[src/rtl/sacmc_defines.svh]
// Contract
// - Access rights follow both the register's intrinsic function and the current CPU mode.
// - Blocked writes change nothing but the blocked status bit; blocked reads return a fixed value.
// - Some registers exist three times: user, system and super system copies.
// - Component groups use MMU-delivered rights; other registers have fixed rights.
// - User and contactless code cannot reach any of 16 groups until granted.
// - Two mode flags: super-system, system; both clear means user mode.
// - System-call vector sets system flag; configuration vector sets super-system flag.
// - System-call vector call outside user mode raises an exception.
// - On some variants a configuration vector call is an ordinary call.
// - Every exception entry sets the system flag.
// - Interrupt entry sets system flag unless interrupts are configured for user mode.
// - Return-from-interrupt restores the mode flags held before the event.
// - User-mode return needs user interrupts enabled and an active interrupt, else exception.
// - System-mode call to 0x800000 enters user mode without pushing a return address.
// - Software writes to the mode flags can only clear them.
// - System mode reaches all component registers and system management registers.
// - Boot, test, system see full group rights; contactless uses two locked registers.
`ifndef SACMC_DEFINES_SVH
`define SACMC_DEFINES_SVH

// Register offsets
`define SACMC_ADDR_MODE 8'h00
`define SACMC_ADDR_INT_CFG 8'h01
`define SACMC_ADDR_IRQ_STAT 8'h02
`define SACMC_ADDR_IRQ_MASK 8'h03
`define SACMC_ADDR_CL_GRANT_LO 8'h04
`define SACMC_ADDR_CL_GRANT_HI 8'h05
`define SACMC_ADDR_BANKED 8'h06

// Component register window
`define SACMC_HW_WIN_MASK 8'hc0
`define SACMC_HW_BASE 8'h40
`define SACMC_GRP_MSB 5
`define SACMC_GRP_LSB 2

// Mode flag reset: super system (boot) after reset
`define SACMC_FLAGS_RESET 2'h2

// Interrupt status bits
`define SACMC_IRQ_W 3
`define SACMC_IRQ_BLOCKED 0
`define SACMC_IRQ_BAD_SYSTEM_CALL_VECTOR 1
`define SACMC_IRQ_BAD_RETURN_FROM_INTERRUPT 2

// Bank indices
`define SACMC_BANK_USER 2'h0
`define SACMC_BANK_SYS 2'h1
`define SACMC_BANK_SUPER 2'h2

// Fixed answer of a blocked read
`define SACMC_BLOCKED_DATA 8'h00

// Entry address of user mode
`define SACMC_USER_ENTRY 24'h800000

`endif

[src/rtl/sacmc_pkg.sv]
package sacmc_pkg;

  typedef struct packed {
    logic ssm;
    logic sm;
  } sacmc_flags_t;

  typedef struct packed {
    logic is_int;
    sacmc_flags_t flags;
  } sacmc_frame_t;

  typedef struct packed {
    logic rd_ok;
    logic wr_ok;
    logic is_hw;
    logic [3:0] group;
  } sacmc_acc_t;

endpackage : sacmc_pkg

[src/rtl/sacmc_top.sv]
`timescale 1ns/1ps
`include "sacmc_defines.svh"

module sacmc_top
  import sacmc_pkg::*;
#(
  parameter int STACK_DEPTH = 8,
  parameter logic [15:0] HW_RO_MASK = 16'h0001,
  parameter logic [15:0] HW_WO_MASK = 16'h0006,
  parameter logic CONFIGURATION_CALL_VECTOR_ENABLE = 1'b1,
  parameter logic [23:0] SYSTEM_CALL_VECTOR_BASE = 24'h000100,
  parameter logic [23:0] CONFIGURATION_CALL_VECTOR_BASE = 24'h000200,
  parameter logic [23:0] VEC_MASK = 24'hffff80
)
(
  // Clock and reset
  input wire logic CLK_IN,
  input wire logic NRST_IN,
  // Register port
  input wire logic [7:0] ADDR_IN,
  input wire logic [7:0] WDATA_IN,
  input wire logic WR_IN,
  input wire logic RD_IN,
  output logic [7:0] RDATA_OUT,
  // Component register fabric
  output logic HW_WR_OUT,
  output logic HW_RD_OUT,
  output logic [7:0] HW_ADDR_OUT,
  output logic [7:0] HW_WDATA_OUT,
  input wire logic [7:0] HW_RDATA_IN,
  // Rights from the MMU and super system kind
  input wire logic [15:0] MMU_RD_GRANT_IN,
  input wire logic [15:0] MMU_WR_GRANT_IN,
  input wire logic CONTACTLESS_IN,
  // CPU events
  input wire logic CALL_IN,
  input wire logic [23:0] CALL_TARGET_IN,
  input wire logic EXC_IN,
  input wire logic INT_IN,
  input wire logic RETURN_FROM_INTERRUPT_IN,
  // Mode and event outputs
  output logic [1:0] MODE_FLAGS_OUT,
  output logic EXC_OUT,
  output logic SKIP_PUSH_OUT,
  output logic IRQ_OUT
);

  localparam int PTR_W = $clog2(STACK_DEPTH);
  localparam logic [PTR_W:0] SP_FULL = STACK_DEPTH[PTR_W:0];

  typedef struct packed {
    sacmc_flags_t flags;
    logic int_user;
    logic [`SACMC_IRQ_W-1:0] irq_stat;
    logic [`SACMC_IRQ_W-1:0] irq_mask;
    logic [15:0] cl_grant;
    logic [2:0][7:0] bank;
    sacmc_frame_t [STACK_DEPTH-1:0] stack;
    logic [PTR_W:0] sp;
    logic [PTR_W:0] int_cnt;
    logic [7:0] rdata;
    logic exc;
    logic skip_push;
  } sacmc_state_t;

  sacmc_state_t state_reg;
  sacmc_state_t state_next;
  sacmc_acc_t acc;

  // Access decision for one address in the current mode
  function automatic sacmc_acc_t sacmc_decode(
    input logic [7:0] addr,
    input sacmc_flags_t f,
    input logic cl,
    input logic [15:0] urd,
    input logic [15:0] uwr,
    input logic [15:0] clg
  );
    sacmc_acc_t a;
    logic priv;
    logic [15:0] grd;
    logic [15:0] gwr;
    a = '0;
    priv = f.ssm | f.sm;
    if (f.ssm && cl)
    begin
      grd = clg;
      gwr = clg;
    end
    else if (priv)
    begin
      grd = '1;
      gwr = '1;
    end
    else
    begin
      grd = urd;
      gwr = uwr;
    end
    if ((addr & `SACMC_HW_WIN_MASK) == `SACMC_HW_BASE)
    begin
      a.is_hw = 1'b1;
      a.group = addr[`SACMC_GRP_MSB:`SACMC_GRP_LSB];
      a.rd_ok = grd[a.group] & ~HW_WO_MASK[a.group];
      a.wr_ok = gwr[a.group] & ~HW_RO_MASK[a.group];
    end
    else if (addr == `SACMC_ADDR_MODE || addr == `SACMC_ADDR_BANKED)
    begin
      a.rd_ok = 1'b1;
      a.wr_ok = 1'b1;
    end
    else if (addr == `SACMC_ADDR_INT_CFG || addr == `SACMC_ADDR_IRQ_STAT || addr == `SACMC_ADDR_IRQ_MASK)
    begin
      a.rd_ok = 1'b1;
      a.wr_ok = priv;
    end
    else if (addr == `SACMC_ADDR_CL_GRANT_LO || addr == `SACMC_ADDR_CL_GRANT_HI)
    begin
      a.rd_ok = 1'b1;
      a.wr_ok = priv & ~(f.ssm & cl);
    end
    else
    begin
      a.rd_ok = 1'b1;
      a.wr_ok = 1'b1;
    end
    return a;
  endfunction : sacmc_decode

  // Copy index of a banked register
  function automatic logic [1:0] sacmc_bank(input sacmc_flags_t f);
    if (f.ssm)
    begin
      return `SACMC_BANK_SUPER;
    end
    else if (f.sm)
    begin
      return `SACMC_BANK_SYS;
    end
    return `SACMC_BANK_USER;
  endfunction : sacmc_bank

  assign acc = sacmc_decode(ADDR_IN, state_reg.flags, CONTACTLESS_IN, MMU_RD_GRANT_IN, MMU_WR_GRANT_IN,
                            state_reg.cl_grant);

  // Forward allowed component accesses only
  assign HW_WR_OUT = WR_IN & acc.is_hw & acc.wr_ok;
  assign HW_RD_OUT = RD_IN & acc.is_hw & acc.rd_ok;
  assign HW_ADDR_OUT = ADDR_IN;
  assign HW_WDATA_OUT = WDATA_IN;

  always_comb
  begin
    logic [`SACMC_IRQ_W-1:0] ev;
    logic [1:0] bidx;
    logic user;
    logic do_push;
    logic do_exc;
    logic system_call_vector_hit;
    logic configuration_call_vector_hit;
    sacmc_frame_t frame;
    sacmc_flags_t nflags;
    logic [PTR_W-1:0] top_idx;
    state_next = state_reg;
    ev = '0;
    bidx = sacmc_bank(state_reg.flags);
    user = ~(state_reg.flags.ssm | state_reg.flags.sm);
    do_push = 1'b0;
    do_exc = 1'b0;
    system_call_vector_hit = (CALL_TARGET_IN & VEC_MASK) == SYSTEM_CALL_VECTOR_BASE;
    configuration_call_vector_hit = (CALL_TARGET_IN & VEC_MASK) == CONFIGURATION_CALL_VECTOR_BASE;
    frame = '0;
    nflags = state_reg.flags;
    top_idx = PTR_W'(state_reg.sp - 1'b1);
    state_next.exc = 1'b0;
    state_next.skip_push = 1'b0;
    state_next.rdata = `SACMC_BLOCKED_DATA;

    // Register writes
    if (WR_IN)
    begin
      if (!acc.wr_ok)
      begin
        ev[`SACMC_IRQ_BLOCKED] = 1'b1;
      end
      else if (ADDR_IN == `SACMC_ADDR_MODE)
      begin
        nflags = state_reg.flags & sacmc_flags_t'(WDATA_IN[1:0]);
      end
      else if (ADDR_IN == `SACMC_ADDR_INT_CFG)
      begin
        state_next.int_user = WDATA_IN[0];
      end
      else if (ADDR_IN == `SACMC_ADDR_IRQ_STAT)
      begin
        state_next.irq_stat = state_reg.irq_stat & ~WDATA_IN[`SACMC_IRQ_W-1:0];
      end
      else if (ADDR_IN == `SACMC_ADDR_IRQ_MASK)
      begin
        state_next.irq_mask = WDATA_IN[`SACMC_IRQ_W-1:0];
      end
      else if (ADDR_IN == `SACMC_ADDR_CL_GRANT_LO)
      begin
        state_next.cl_grant[7:0] = WDATA_IN;
      end
      else if (ADDR_IN == `SACMC_ADDR_CL_GRANT_HI)
      begin
        state_next.cl_grant[15:8] = WDATA_IN;
      end
      else if (ADDR_IN == `SACMC_ADDR_BANKED)
      begin
        state_next.bank[bidx] = WDATA_IN;
      end
    end

    // Register reads, answered in the next cycle either way
    if (RD_IN)
    begin
      if (!acc.rd_ok)
      begin
        ev[`SACMC_IRQ_BLOCKED] = 1'b1;
      end
      else if (acc.is_hw)
      begin
        state_next.rdata = HW_RDATA_IN;
      end
      else if (ADDR_IN == `SACMC_ADDR_MODE)
      begin
        state_next.rdata = {6'h00, state_reg.flags};
      end
      else if (ADDR_IN == `SACMC_ADDR_INT_CFG)
      begin
        state_next.rdata = {7'h00, state_reg.int_user};
      end
      else if (ADDR_IN == `SACMC_ADDR_IRQ_STAT)
      begin
        state_next.rdata = {5'h00, state_reg.irq_stat};
      end
      else if (ADDR_IN == `SACMC_ADDR_IRQ_MASK)
      begin
        state_next.rdata = {5'h00, state_reg.irq_mask};
      end
      else if (ADDR_IN == `SACMC_ADDR_CL_GRANT_LO)
      begin
        state_next.rdata = state_reg.cl_grant[7:0];
      end
      else if (ADDR_IN == `SACMC_ADDR_CL_GRANT_HI)
      begin
        state_next.rdata = state_reg.cl_grant[15:8];
      end
      else if (ADDR_IN == `SACMC_ADDR_BANKED)
      begin
        state_next.rdata = state_reg.bank[bidx];
      end
    end

    // Mode events; exceptions, interrupts, user entry and stacked returns override a same-cycle flag write, vector calls add to it
    frame.flags = state_reg.flags;
    if (EXC_IN)
    begin
      do_exc = 1'b1;
    end
    else if (RETURN_FROM_INTERRUPT_IN)
    begin
      if (user && !(state_reg.int_user && state_reg.int_cnt != '0))
      begin
        do_exc = 1'b1;
        ev[`SACMC_IRQ_BAD_RETURN_FROM_INTERRUPT] = 1'b1;
      end
      else if (state_reg.sp != '0)
      begin
        nflags = state_reg.stack[top_idx].flags;
        state_next.sp = state_reg.sp - 1'b1;
        if (state_reg.stack[top_idx].is_int)
        begin
          state_next.int_cnt = state_reg.int_cnt - 1'b1;
        end
      end
    end
    else if (INT_IN)
    begin
      do_push = 1'b1;
      frame.is_int = 1'b1;
      nflags = state_reg.flags;
      if (!state_reg.int_user)
      begin
        nflags.sm = 1'b1;
      end
    end
    else if (CALL_IN)
    begin
      if (system_call_vector_hit)
      begin
        if (user)
        begin
          do_push = 1'b1;
          nflags.sm = 1'b1;
        end
        else
        begin
          do_exc = 1'b1;
          ev[`SACMC_IRQ_BAD_SYSTEM_CALL_VECTOR] = 1'b1;
        end
      end
      else if (configuration_call_vector_hit && CONFIGURATION_CALL_VECTOR_ENABLE)
      begin
        do_push = 1'b1;
        nflags.ssm = 1'b1;
      end
      else if (CALL_TARGET_IN == `SACMC_USER_ENTRY && state_reg.flags.sm && !state_reg.flags.ssm)
      begin
        nflags = '0;
        state_next.skip_push = 1'b1;
      end
    end

    // Exception entry always sets the system flag; a super system flag stays set
    if (do_exc)
    begin
      do_push = 1'b1;
      frame.is_int = 1'b0;
      frame.flags = state_reg.flags;
      nflags = state_reg.flags;
      nflags.sm = 1'b1;
      state_next.exc = 1'b1;
    end

    // Save the mode for the matching return
    if (do_push)
    begin
      if (state_reg.sp != SP_FULL)
      begin
        state_next.stack[state_reg.sp[PTR_W-1:0]] = frame;
        state_next.sp = state_reg.sp + 1'b1;
        if (frame.is_int)
        begin
          state_next.int_cnt = state_reg.int_cnt + 1'b1;
        end
      end
      else
      begin
        state_next.exc = 1'b1;
      end
    end

    state_next.flags = nflags;
    state_next.irq_stat = state_next.irq_stat | ev;
  end

  always_ff @(posedge CLK_IN or negedge NRST_IN)
  begin
    if (!NRST_IN)
    begin
      state_reg <= '0;
      state_reg.flags <= sacmc_flags_t'(`SACMC_FLAGS_RESET);
    end
    else
    begin
      state_reg <= state_next;
    end
  end

  assign RDATA_OUT = state_reg.rdata;
  assign MODE_FLAGS_OUT = state_reg.flags;
  assign EXC_OUT = state_reg.exc;
  assign SKIP_PUSH_OUT = state_reg.skip_push;
  assign IRQ_OUT = |(state_reg.irq_stat & state_reg.irq_mask);

endmodule : sacmc_top

[config.mk]
export PLATFORM = sky130hd
export DESIGN_NAME = sacmc_top
export DESIGN_NICKNAME = d
export VERILOG_FILES = /design/src/rtl/sacmc_pkg.sv /design/src/rtl/sacmc_top.sv
export VERILOG_INCLUDE_DIRS = /design/src /design/src/rtl
export SDC_FILE = /design/constraint.sdc
export NUM_CORES = 1
export LEC_CHECK = 0
export BUFFER_PORTS_ARGS = -buffer_cell sky130_fd_sc_hd__buf_2
export CORE_MARGIN = 8
export CORE_UTILIZATION = 56
export CTS_CLUSTER_DIAMETER = 200
export DETAILED_ROUTE_END_ITERATION = 16
export GPL_TIMING_DRIVEN = 0
export PLACE_DENSITY = 0.81
export REMOVE_ABC_BUFFERS = 1
export SLEW_MARGIN = 20
export SYNTH_ARGS = -nofsm -noshare
export SYNTH_HDL_FRONTEND = slang
export SYNTH_SLANG_ARGS = --single-unit
export TNS_END_PERCENT = 30
[constraint.sdc]
create_clock -name CLK_IN -period 3.3 [get_ports CLK_IN]
set_input_delay 0.33 -clock CLK_IN [delete_from_list [all_inputs] [get_ports CLK_IN]]
set_output_delay 0.33 -clock CLK_IN [all_outputs]
set_load 0.05 [all_outputs]
==> results of run 1 <==
## how the worst max path moves through the flow
stage | from | endpoint | slack [ns]
after detailed placement | MODE_FLAGS_OUT[0] | HW_WR_OUT | -0.32
after global routing | MODE_FLAGS_OUT[1] | HW_RD_OUT | 0.02
after floorplan | MODE_FLAGS_OUT[0] | HW_WR_OUT | -0.006
after global placement | MODE_FLAGS_OUT[1] | HW_WR_OUT | -0.29
final | MODE_FLAGS_OUT[1] | HW_WR_OUT | 0.08
after CTS | MODE_FLAGS_OUT[0] | HW_WR_OUT | 0.06
## per-stage QoR
step | setup slack [ns] | instances | cell area [µm²]
global placement | -0.288 | 732 | 6240
finish | 0.0783 | 751 | 6510
detailed placement | -0.319 | 733 | 6260
CTS | 0.0605 | 751 | 6470
global route | 0.0176 | 751 | 6510
floorplan | -0.00622 | 477 | 5470
## worst register-to-register path: cells and delay by family (launching register included)
kind	cells	cell delay (ns)
flops	1	0.73
simple gates	1	0.11
mux	2	0.69
buf+inv	1	0.20
compound gates	3	0.59
fa+ha+maj	1	0.56
## cell families after synthesis
group                      share of synthesized area, %
adders and majority gates                          1.29
buffers and inverters                              6.73
and+or+nand+nor                                    16.4
muxes                                              20.4
xor gates and xnor gates                          0.906
DFF                                                39.3
AOI/OAI and AO/OA                                  15.0
## power by group through the flow
| stage | clock network, mW | registers, mW | logic [mW] |
|---|---|---|---|
| finish | 0.708 | 1.48 | 1.13 |
| global route | 0.760 | 1.51 | 1.22 |
| CTS | 0.721 | 1.48 | 1.12 |
| detailed placement | 0 | 1.50 | 1.11 |
| global placement | 0 | 1.49 | 1.07 |
| floorplan | 0 | 1.47 | 0.749 |
## final cells by class
cell class	instances	area (µm²)	area share, %
sequential	91	2290	35.1
tap	136	170	2.61
multi-input combinational	370	3170	48.7
inverter	16	60.1	0.923
timing repair buffer	122	648	9.96
clock inverter	7	52.6	0.807
clock buffer	9	124	1.90
## layout by cell type, fill, tap and decap left out, types with 4 or more instances in the layout
cell type / Yosys / final
sky130_fd_sc_hd__a21o_1: 4 / 4
sky130_fd_sc_hd__a21oi_1: 17 / 17
sky130_fd_sc_hd__and3_1: 6 / 6
sky130_fd_sc_hd__buf_2: 3 / 116
sky130_fd_sc_hd__clkbuf_8: 0 / 9
sky130_fd_sc_hd__dfrtp_1: 90 / 89
sky130_fd_sc_hd__ha_1: 6 / 6
sky130_fd_sc_hd__inv_1: 16 / 16
sky130_fd_sc_hd__mux2_1: 12 / 12
sky130_fd_sc_hd__mux2_2: 59 / 59
sky130_fd_sc_hd__mux2i_1: 18 / 18
sky130_fd_sc_hd__mux4_2: 9 / 9
sky130_fd_sc_hd__nand2_1: 21 / 20
sky130_fd_sc_hd__nand2b_1: 7 / 7
sky130_fd_sc_hd__nand3_1: 9 / 9
sky130_fd_sc_hd__nand3b_1: 8 / 8
sky130_fd_sc_hd__nor2_1: 21 / 21
sky130_fd_sc_hd__nor2b_1: 7 / 7
sky130_fd_sc_hd__nor3_1: 14 / 13
sky130_fd_sc_hd__nor4_1: 7 / 4
sky130_fd_sc_hd__nor4_2: 3 / 6
sky130_fd_sc_hd__nor4_4: 4 / 4
sky130_fd_sc_hd__nor4b_1: 4 / 4
sky130_fd_sc_hd__o211ai_1: 5 / 5
sky130_fd_sc_hd__o21ai_0: 16 / 16
sky130_fd_sc_hd__o221ai_1: 7 / 7
sky130_fd_sc_hd__o22ai_1: 20 / 20
sky130_fd_sc_hd__o31ai_1: 4 / 4
sky130_fd_sc_hd__xnor2_1: 5 / 5
## repair_timing
action,in CTS,in global routing
gates resized for setup,5,7
hold buffers,1,0
hold endpoints to repair,39,0
endpoints found under the setup margin,23,3
setup buffers,1,0
pin swaps,0,1
## per-layer routing
metal  wire length [µm]  up-vias
met1               6380     2325
met2               7170      220
met5                  0        -
li1                   -     2172
met3               1190       39
met4                366        0
==> flow_summary.toml, run 1 <==
[power]
power.leakage_nw = 3.00
p_clk_share_pct = 21.3
swShare_pct = 37.9
worst_ir_drop_vdd_mv = 0.319
power_mw = 3.32
pwr-share-comb_pct = 34.0
p_seq_share_pct = 44.6
powerDensity_nw_per_um2 = 510
p_switching_mw = 1.26
p_int_mw = 2.06

[place]
gp_congestion = 0.902
dpl.hpwl_um = 11200
io_buffers = 119

[logic_synthesis]
number_of_enable_type_register_cells_in_the_synthesized_netlist = 0
yosys.cell_count.top_type = "sky130_fd_sc_hd__dfrtp_1"
synthTopCellsByCount = "sky130_fd_sc_hd__dfrtp_1, sky130_fd_sc_hd__mux2_2, sky130_fd_sc_hd__buf_4"
netlist_instances = 531
synth_area_um2 = 5800
synth-warning-count = 0
synth.yosys.seq_area_share_pct = 39.3
proportion_of_register_bits_with_asynchronous_set_or_reset_after_synthesis_pct = 100
synth_top_area_share_pct = 38.8
synth_seq_cells = 91
yosysUniqueCellTypes = 79
postSynthAreaPerCell_um2 = 10.9
synth_area_leaders = "sky130_fd_sc_hd__dfrtp_1, sky130_fd_sc_hd__mux2_2, sky130_fd_sc_hd__buf_4"
dominantRegCellSynth = "sky130_fd_sc_hd__dfrtp_1"
synth_top_cell_by_area = "sky130_fd_sc_hd__dfrtp_1"

[critical_path]
crit_slowest_cell = "sky130_fd_sc_hd__dfstp_4"
path_depth = 6
r2r.worst_path.cells = 8
critical_path.top_delay_family = "flip-flops"
timing.critical_path.cells = "or2_4 > o22ai_1 > mux4_2 > a2bb2oi_1 > and4_1 > clkbuf_4"
timing.critical_path.to_type = "output port"
timing.setup.critical_path_class = "reg2out"
reg2reg_to = "MODE_FLAGS_OUT[1]"
r2r-start = "state_reg[14]"
path_buf_inv = 1
crit_arrival_ns = 2.89
ff2ff_setup_slack_ns = 0.35
critPathLaunchType = "flop"
critical_path_required_ns = 2.97
timing.critical_path.slowest_cell_delay_ns = 0.79
critical_path.max_fanout = 27

[die]
width_of_the_die_um = 118
start_util_pct = 57.0
placement_rows = 37
area_enclosed_by_the_die_boundary_um2 = 13900
die_h_um = 118
ios = 120
core_area_um2 = 10200

[global_route]
globalRouteMet2Util_pct = 34.5
grt_pass1_wl_um = 24900
grt_overflow = 0
met3_usage_pct = 4.22
grt_util_overall_pct = 21.6
first_global_vias = 4841
number_of_antenna_violations_at_the_first_check_in_global_routing = 0
grt_max_degree = 49
gr-max-usage-layer = "met2"
met1_usage_pct = 28.5

[clocking]
clock_tree.htree_level_count = 3
cts_sinks = 91
clock_latency_ns = 0.36
cts-root-to-sink-buffers = 2
cts_inserted_buffers = 9
clock-root-buffer = "sky130_fd_sc_hd__clkbuf_8"
clkSlewWorstSetupHoldPaths_ns = 0.10
cts_tree = "yes"

[timing]
fin_tns_setup_ns = 0
worstMarginPinSlew_ns = 0.771
min_period_ns = 3.22
fin_hold_ws_ns = 0.209
slew_headroom_pct = 48.6
grt_setup_unrepaired = "no"
clock-skew-final_ns = 0.0128
final_max_slew_viol_count = 0
hold_violations_final = 0
post-route-period-util_pct = 97.6
finalSetupViolCount = 0
fmaxAchievable_mhz = 310

[hold_path]
timing.hold.worst_path_depth = 3
min_from = "HW_RDATA_IN[7]"
whs_endpoint = "RDATA_OUT[7]"
holdCritPathClass = "in2reg"

[finish]
utilization_pct = 63.9
layout.nets = 705
layout-drive-gt1-share_pct = 38.9
n_antenna_cell = 0
final.fill_count = 785
max_reg_flops = 79
synthToLayoutAreaGrowth_pct = 12.2

[outcome]
status = "completed"

[route]
wirelength_per_cell_um = 20.1
postRouteAntennaNets = 0
drc_violations = 0
drtIter0Drc = 360
drt-pass1-iter-count = 5
drt_wl_total_um = 15100
viasPerCell = 6.33
num_vias = 4756

[run]
max_cap_violations = 0
(Power assumes the default switching activity.)
==> inputs of run 2 (changes only) <==
Settings changed: ABC_AREA from default to 1, GPL_ROUTABILITY_DRIVEN from default to 0, REMOVE_ABC_BUFFERS 1 to default.
==> run 2 against run 1 <==
Routed wire length grew 16%; register-to-register slack gained 0.09 ns; sequential power is essentially flat; clock skew grew 0.0059 ns; hold slack lost 0.036 ns; via count grew 30%; synthesized cell count grew 60%; core utilization grew 2.2 points; critical path type unchanged; critical endpoint is now HW_RD_OUT; largest cell class unchanged; highest routed layer unchanged.
==> flow_summary.toml, run 2 <==
[logic_synthesis]
yosys.cell_count.top_type = "sky130_fd_sc_hd__nand2_1"
fraction_of_synthesized_cell_area_in_xor_and_xnor_cells_pct = 0.723
synth_top_family_by_area = "simple AND/OR/NAND/NOR gates"
proportion_of_register_bits_with_asynchronous_set_or_reset_after_synthesis_pct = 100
synthAdderAreaFrac_pct = 1.24
synth-compound-area-share_pct = 16.4
postSynthAreaPerCell_um2 = 7.12
number_of_enable_type_register_cells_in_the_synthesized_netlist = 0
synth_mux_area_share_pct = 0
synth-warning-count = 0
synth_area_leaders = "sky130_fd_sc_hd__dfrtp_1, sky130_fd_sc_hd__nand2_1, sky130_fd_sc_hd__nand3_1"
dominantRegCellSynth = "sky130_fd_sc_hd__dfrtp_1"
synth_area_um2 = 6060
yosysUniqueCellTypes = 43
yosys.area_share.simple_pct = 30.6
mappedNetlistNets = 945
netlist_instances = 850
synth_top_cell_by_area = "sky130_fd_sc_hd__dfrtp_1"
synth.yosys.seq_area_share_pct = 37.6
synth_top_area_share_pct = 37.2
synthTopCellsByCount = "sky130_fd_sc_hd__nand2_1, sky130_fd_sc_hd__nand3_1, sky130_fd_sc_hd__inv_1"
synth_seq_cells = 91

[route]
postRouteAntennaNets = 0
wirelength_per_cell_um = 15.6
viasPerCell = 5.51
num_vias = 6190
drc_violations = 0
drt_wl_total_um = 17600
drtIter0Drc = 730
drt-pass1-iter-count = 5

[die]
width_of_the_die_um = 120
core_area_um2 = 10700
start_util_pct = 56.6
placement_rows = 38
ios = 120
area_enclosed_by_the_die_boundary_um2 = 14400
die_h_um = 120

[critical_path]
timing.setup.critical_path_class = "reg2out"
r2r.worst_path.cells = 14
critPathLaunch = "MODE_FLAGS_OUT[0]"
timing.critical_path.to_type = "output port"
r2r-start = "state_reg[14]"
reg2reg_to = "state_reg[12]"
critical_path_required_ns = 2.97
critical_path.max_fanout = 10
crit_arrival_ns = 2.78
ff2ff_setup_slack_ns = 0.44
critPathLaunchType = "flop"

[timing]
slew_headroom_pct = 56.7
hold_violations_final = 0
final_critical_path_setup_slack_ns = 0.190
finalSetupViolCount = 0
grt_setup_unrepaired = "no"
clock-skew-final_ns = 0.0187
fin_hold_ws_ns = 0.173
post-route-period-util_pct = 94.2
min_period_ns = 3.11
worstMarginPinSlew_ns = 0.647
final_max_slew_viol_count = 0
fmaxAchievable_mhz = 322
fin_tns_setup_ns = 0

[global_route]
grt_overflow = 0
grt_pass1_wl_um = 28600
first_global_vias = 5885
number_of_antenna_violations_at_the_first_check_in_global_routing = 0
met3_usage_pct = 5.35
grt_util_overall_pct = 24.2
gr-max-usage-layer = "met2"
grt_max_degree = 55
globalRouteMet2Util_pct = 40.0
met1_usage_pct = 31.8

[clocking]
cts_sinks = 91
cts_tree = "yes"
clkSlewWorstSetupHoldPaths_ns = 0.10
cts-root-to-sink-buffers = 2
clock-root-buffer = "sky130_fd_sc_hd__clkbuf_8"
clock_tree.htree_level_count = 3
cts_inserted_buffers = 9
clock_latency_ns = 0.37

[hold_path]
whs_endpoint = "RDATA_OUT[3]"
timing.hold.worst_path_depth = 3
min_from = "HW_RDATA_IN[3]"
holdCritPathClass = "in2reg"

[outcome]
status = "completed"

[finish]
layout-drive-gt1-share_pct = 20.9
layout.nets = 1073
n_antenna_cell = 0
final_cell_mix = "sky130_fd_sc_hd__nand2_1, sky130_fd_sc_hd__buf_2, sky130_fd_sc_hd__nand3_1"
final.fill_count = 985
max_reg_flops = 79
mostFrequentLayoutCell = "sky130_fd_sc_hd__nand2_1"
synthToLayoutAreaGrowth_pct = 16.7

[place]
pre_cts_slack_ns = 0.463
dpl.hpwl_um = 13500
io_buffers = 115

[run]
max_cap_violations = 0

[power]
power.leakage_nw = 3.65
worst_ir_drop_vdd_mv = 0.359
powerDensity_nw_per_um2 = 593
[run 2: changes by cell type after synthesis, sizes merged, moves of 10 or more]
cell,previous run,this run
nand3,9,118
nor3,15,4
buf,36,46
mux2,71,0
mux2i,18,0
nor2,24,67
o21bai,1,24
nor4,14,3
o21ai,17,67
o211ai,5,25
nand2,22,203
inv,16,116
[run 2: area by class of cell]
cell class                      instances  area (µm²)  share of cell area (%)
Multi-Input combinational cell        584        2970                    41.9
Sequential cell                        91        2280                    32.2
Timing Repair Buffer                  117         616                    8.71
Inverter                              120         457                    6.46
Buffer                                 55         359                    5.08
Tap cell                              140         175                    2.48
Clock buffer                           12         145                    2.05
Clock inverter                          4        73.8                    1.04
[run 2: worst max-delay path: stages, from the launching register on]
cell	delay (ns)
sky130_fd_sc_hd__dfrtp_1	0.57
sky130_fd_sc_hd__clkinvlp_4	0.31
sky130_fd_sc_hd__nand2_1	0.25
sky130_fd_sc_hd__buf_4	0.22
sky130_fd_sc_hd__o211ai_1	0.09
sky130_fd_sc_hd__nand3_1	0.12
sky130_fd_sc_hd__nand3_1	0.08
sky130_fd_sc_hd__nand3_1	0.11
sky130_fd_sc_hd__nand3_1	0.11
sky130_fd_sc_hd__nand2_1	0.11
sky130_fd_sc_hd__nand2_1	0.12
sky130_fd_sc_hd__inv_1	0.07
sky130_fd_sc_hd__buf_2	0.25
[run 2: worst max-delay path by stage]
stage | endpoint | slack, ns | cells after the start
3_5_place_dp | HW_WR_OUT | 0.46 | 14
4_1_cts | HW_RD_OUT | 0.15 | 12
5_1_grt | HW_RD_OUT | 0.03 | 12
6_report | HW_RD_OUT | 0.19 | 12
2_1_floorplan | HW_WR_OUT | 0.61 | 12
3_3_place_gp | HW_WR_OUT | 0.49 | 14
[run 2: repair_timing]
action,4_1_cts,5_1_grt
hold buffers,1,0
gates resized for setup,0,1
hold endpoints to repair,37,0
setup endpoints to repair,0,1
buffers inserted,0,0
[run 2: power by group]
part           switching, mW  internal [mW]
combinational           1.21          0.620
sequential             0.174           1.34
clock                  0.401          0.449
total                   1.79           2.41
[run 2: per-layer routing]
layer,share of wire [%],vias up
met5,0,-
met4,1.3,0
met3,8.7,22
met2,49,268
met1,41,2867
li1,-,3033
[run 2: logic make-up (layout without fill, tap and decap cells)]
logic type	Yosys count	after routing
AO/OA/AOI/OAI	163	163
XOR/XNOR	5	5
adder cells (fa/ha/maj)	6	6
buffers and inverters	175	308
flip-flops	91	91
AND/OR/NAND/NOR	410	410
[run 2: through the flow]
| step | power [mW] | util, % | std cells | area [µm²] |
|---|---|---|---|---|
| after floorplan | 2.81 | - | 850 | 6060 |
| after global placement | 3.29 | 63.6 | 1105 | 6810 |
| after detailed placement | 3.32 | 63.9 | 1106 | 6840 |
| after CTS | 4.18 | 66.0 | 1123 | 7070 |
| after global routing | 4.47 | 66.1 | 1123 | 7070 |
| final | 4.19 | 66.1 | 1123 | 7070 |
==> inputs of run 3 (changes only) <==
Settings changed: ABC_AREA 1 to default.
==> run 3 against run 2 <==
Clock skew decreased by 0.0061 ns; via count decreased by 19%; hold slack improved by 0.034 ns; register-to-register slack got worse by 0.12 ns; clock power decreased by 12%; critical path type unchanged; combinational power decreased by 27%; critical path depth decreased by 4; non-clock buffer count increased by 2; power decreased by 17%.
==> flow_summary.toml, run 3 (synthesis results as in run 1) <==
[power]
power.leakage_nw = 3.18
powerDensity_nw_per_um2 = 511
worst_ir_drop_vdd_mv = 0.318

[finish]
final.fill_count = 811
mostFrequentLayoutCell = "sky130_fd_sc_hd__buf_2"
n_antenna_cell = 0
layout.cell_area.non_filler_um2 = 6810
area_used_by_multi_input_combinational_logic_um2 = 3150
layout.nets = 757
synthToLayoutAreaGrowth_pct = 17.3
layout.area.seq_um2 = 2280
max_reg_flops = 79
layout-drive-gt1-share_pct = 39.5
final_cell_mix = "sky130_fd_sc_hd__buf_2, sky130_fd_sc_hd__dfrtp_1, sky130_fd_sc_hd__mux2_2"

[critical_path]
crit_arrival_ns = 2.88
critical_path.max_fanout = 10
timing.setup.critical_path_class = "reg2out"
critical_path_required_ns = 2.97
timing.critical_path.to_type = "output port"
critPathLaunchType = "flop"

[timing]
final_max_slew_viol_count = 0
slew_headroom_pct = 49.2
fin_hold_ws_ns = 0.207
fmaxAchievable_mhz = 312
grt_setup_unrepaired = "yes"
post-route-period-util_pct = 97.1
worstMarginPinSlew_ns = 0.762
clock-skew-final_ns = 0.0126
min_period_ns = 3.21
fin_tns_setup_ns = 0
finalSetupViolCount = 0
hold_violations_final = 0

[global_route]
grt_util_overall_pct = 23.3
number_of_antenna_violations_at_the_first_check_in_global_routing = 0
grt_max_degree = 58
grt_pass1_wl_um = 26500
grt_overflow = 0
first_global_vias = 5222

[route]
drt-pass1-iter-count = 5
drc_violations = 0
drtIter0Drc = 508
postRouteAntennaNets = 0
num_vias = 5022
viasPerCell = 6.27
wirelength_per_cell_um = 20.1
drt_wl_total_um = 16100

[run]
max_cap_violations = 0

[die]
die_h_um = 118
width_of_the_die_um = 118
core_area_um2 = 10200
start_util_pct = 57.0
ios = 120
placement_rows = 37
area_enclosed_by_the_die_boundary_um2 = 13900

[logic_synthesis]
mappedNetlistNets = 626

[place]
io_buffers = 118
dpl.hpwl_um = 12400
placed_cell_area_um2 = 6590

[clocking]
cts_sinks = 91
clock_latency_ns = 0.37
cts_inserted_buffers = 9
cts-root-to-sink-buffers = 2
clkSlewWorstSetupHoldPaths_ns = 0.09
count_of_buffers_added_by_post_cts_timing_repair_for_setup = 0
clock_tree.htree_level_count = 3
clock-root-buffer = "sky130_fd_sc_hd__clkbuf_8"
cts_tree = "yes"

[hold_path]
holdCritPathClass = "in2reg"

[outcome]
status = "completed"
-- run 3: final timing paths --
| kind | from | end | slack, ns | cells past startpoint |
|---|---|---|---|---|
| max | MODE_FLAGS_OUT[1] | HW_RD_OUT | 0.09 | 8 |
| min | HW_RDATA_IN[5] | RDATA_OUT[5] | 0.21 | 3 |
| max reg2reg | state_reg[14] | MODE_FLAGS_OUT[0] | 0.32 | 10 |
| min reg2reg | state_reg[13] | state_reg[13] | 0.47 | 1 |
| max in group asynchronous | NRST_IN | MODE_FLAGS_OUT[1] | 2.17 | 3 |
| min in group asynchronous | NRST_IN | state_reg[81] | 0.46 | 2 |
-- run 3: repair_timing --
action                                  in CTS  in global routing
cloned                                       0                  0
endpoints found under the setup margin       1                  2
hold endpoints to repair                    34                  0
hold buffers                                 1                  0
gates resized for setup                      1                  3
pin swaps                                    0                  0
-- run 3: cell type report --
type                    count  area share, %
plain buffers              54           4.87
clock buffers              11           2.08
clock inverters             3          0.588
inverters                  16          0.883
multi-input cells         370           46.3
flip-flops and latches     91           33.5
well taps                 136           2.50
repair buffers            120           9.27
-- run 3: metrics by stage --
step / std cells / util, % / setup slack, ns / total power, mW
2_1_floorplan: 531 / - / 0.814 / 2.34
3_3_place_gp: 785 / 64.4 / 0.192 / 2.64
3_5_place_dp: 786 / 64.7 / -0.00751 / 2.72
4_1_cts: 801 / 66.7 / 0.139 / 3.45
5_1_grt: 801 / 66.8 / -0.00472 / 3.64
6_report: 801 / 66.8 / 0.0943 / 3.48
-- run 3: layer usage --
layer / global-route usage [%] / vias up / wire (µm)
met5: 0 / - / 0
met4: 9.29 / 0 / 456
met3: 5.28 / 45 / 1290
met2: 39.7 / 268 / 7890
met1: 27.8 / 2451 / 6450
li1: - / 2258 / -
-- run 3: worst max-delay path: stages, from the launching register on --
cell	delay, ns
sky130_fd_sc_hd__dfstp_2	0.59
sky130_fd_sc_hd__clkbuf_1	0.46
sky130_fd_sc_hd__nor2_1	0.25
sky130_fd_sc_hd__a21oi_1	0.18
sky130_fd_sc_hd__o31ai_1	0.10
sky130_fd_sc_hd__o311ai_1	0.17
sky130_fd_sc_hd__nand4b_1	0.37
sky130_fd_sc_hd__inv_1	0.11
sky130_fd_sc_hd__buf_2	0.27
-- run 3: where the power goes --
group          internal [mW]  switching, mW
sequential              1.27          0.119
combinational          0.574          0.769
clock                  0.361          0.386
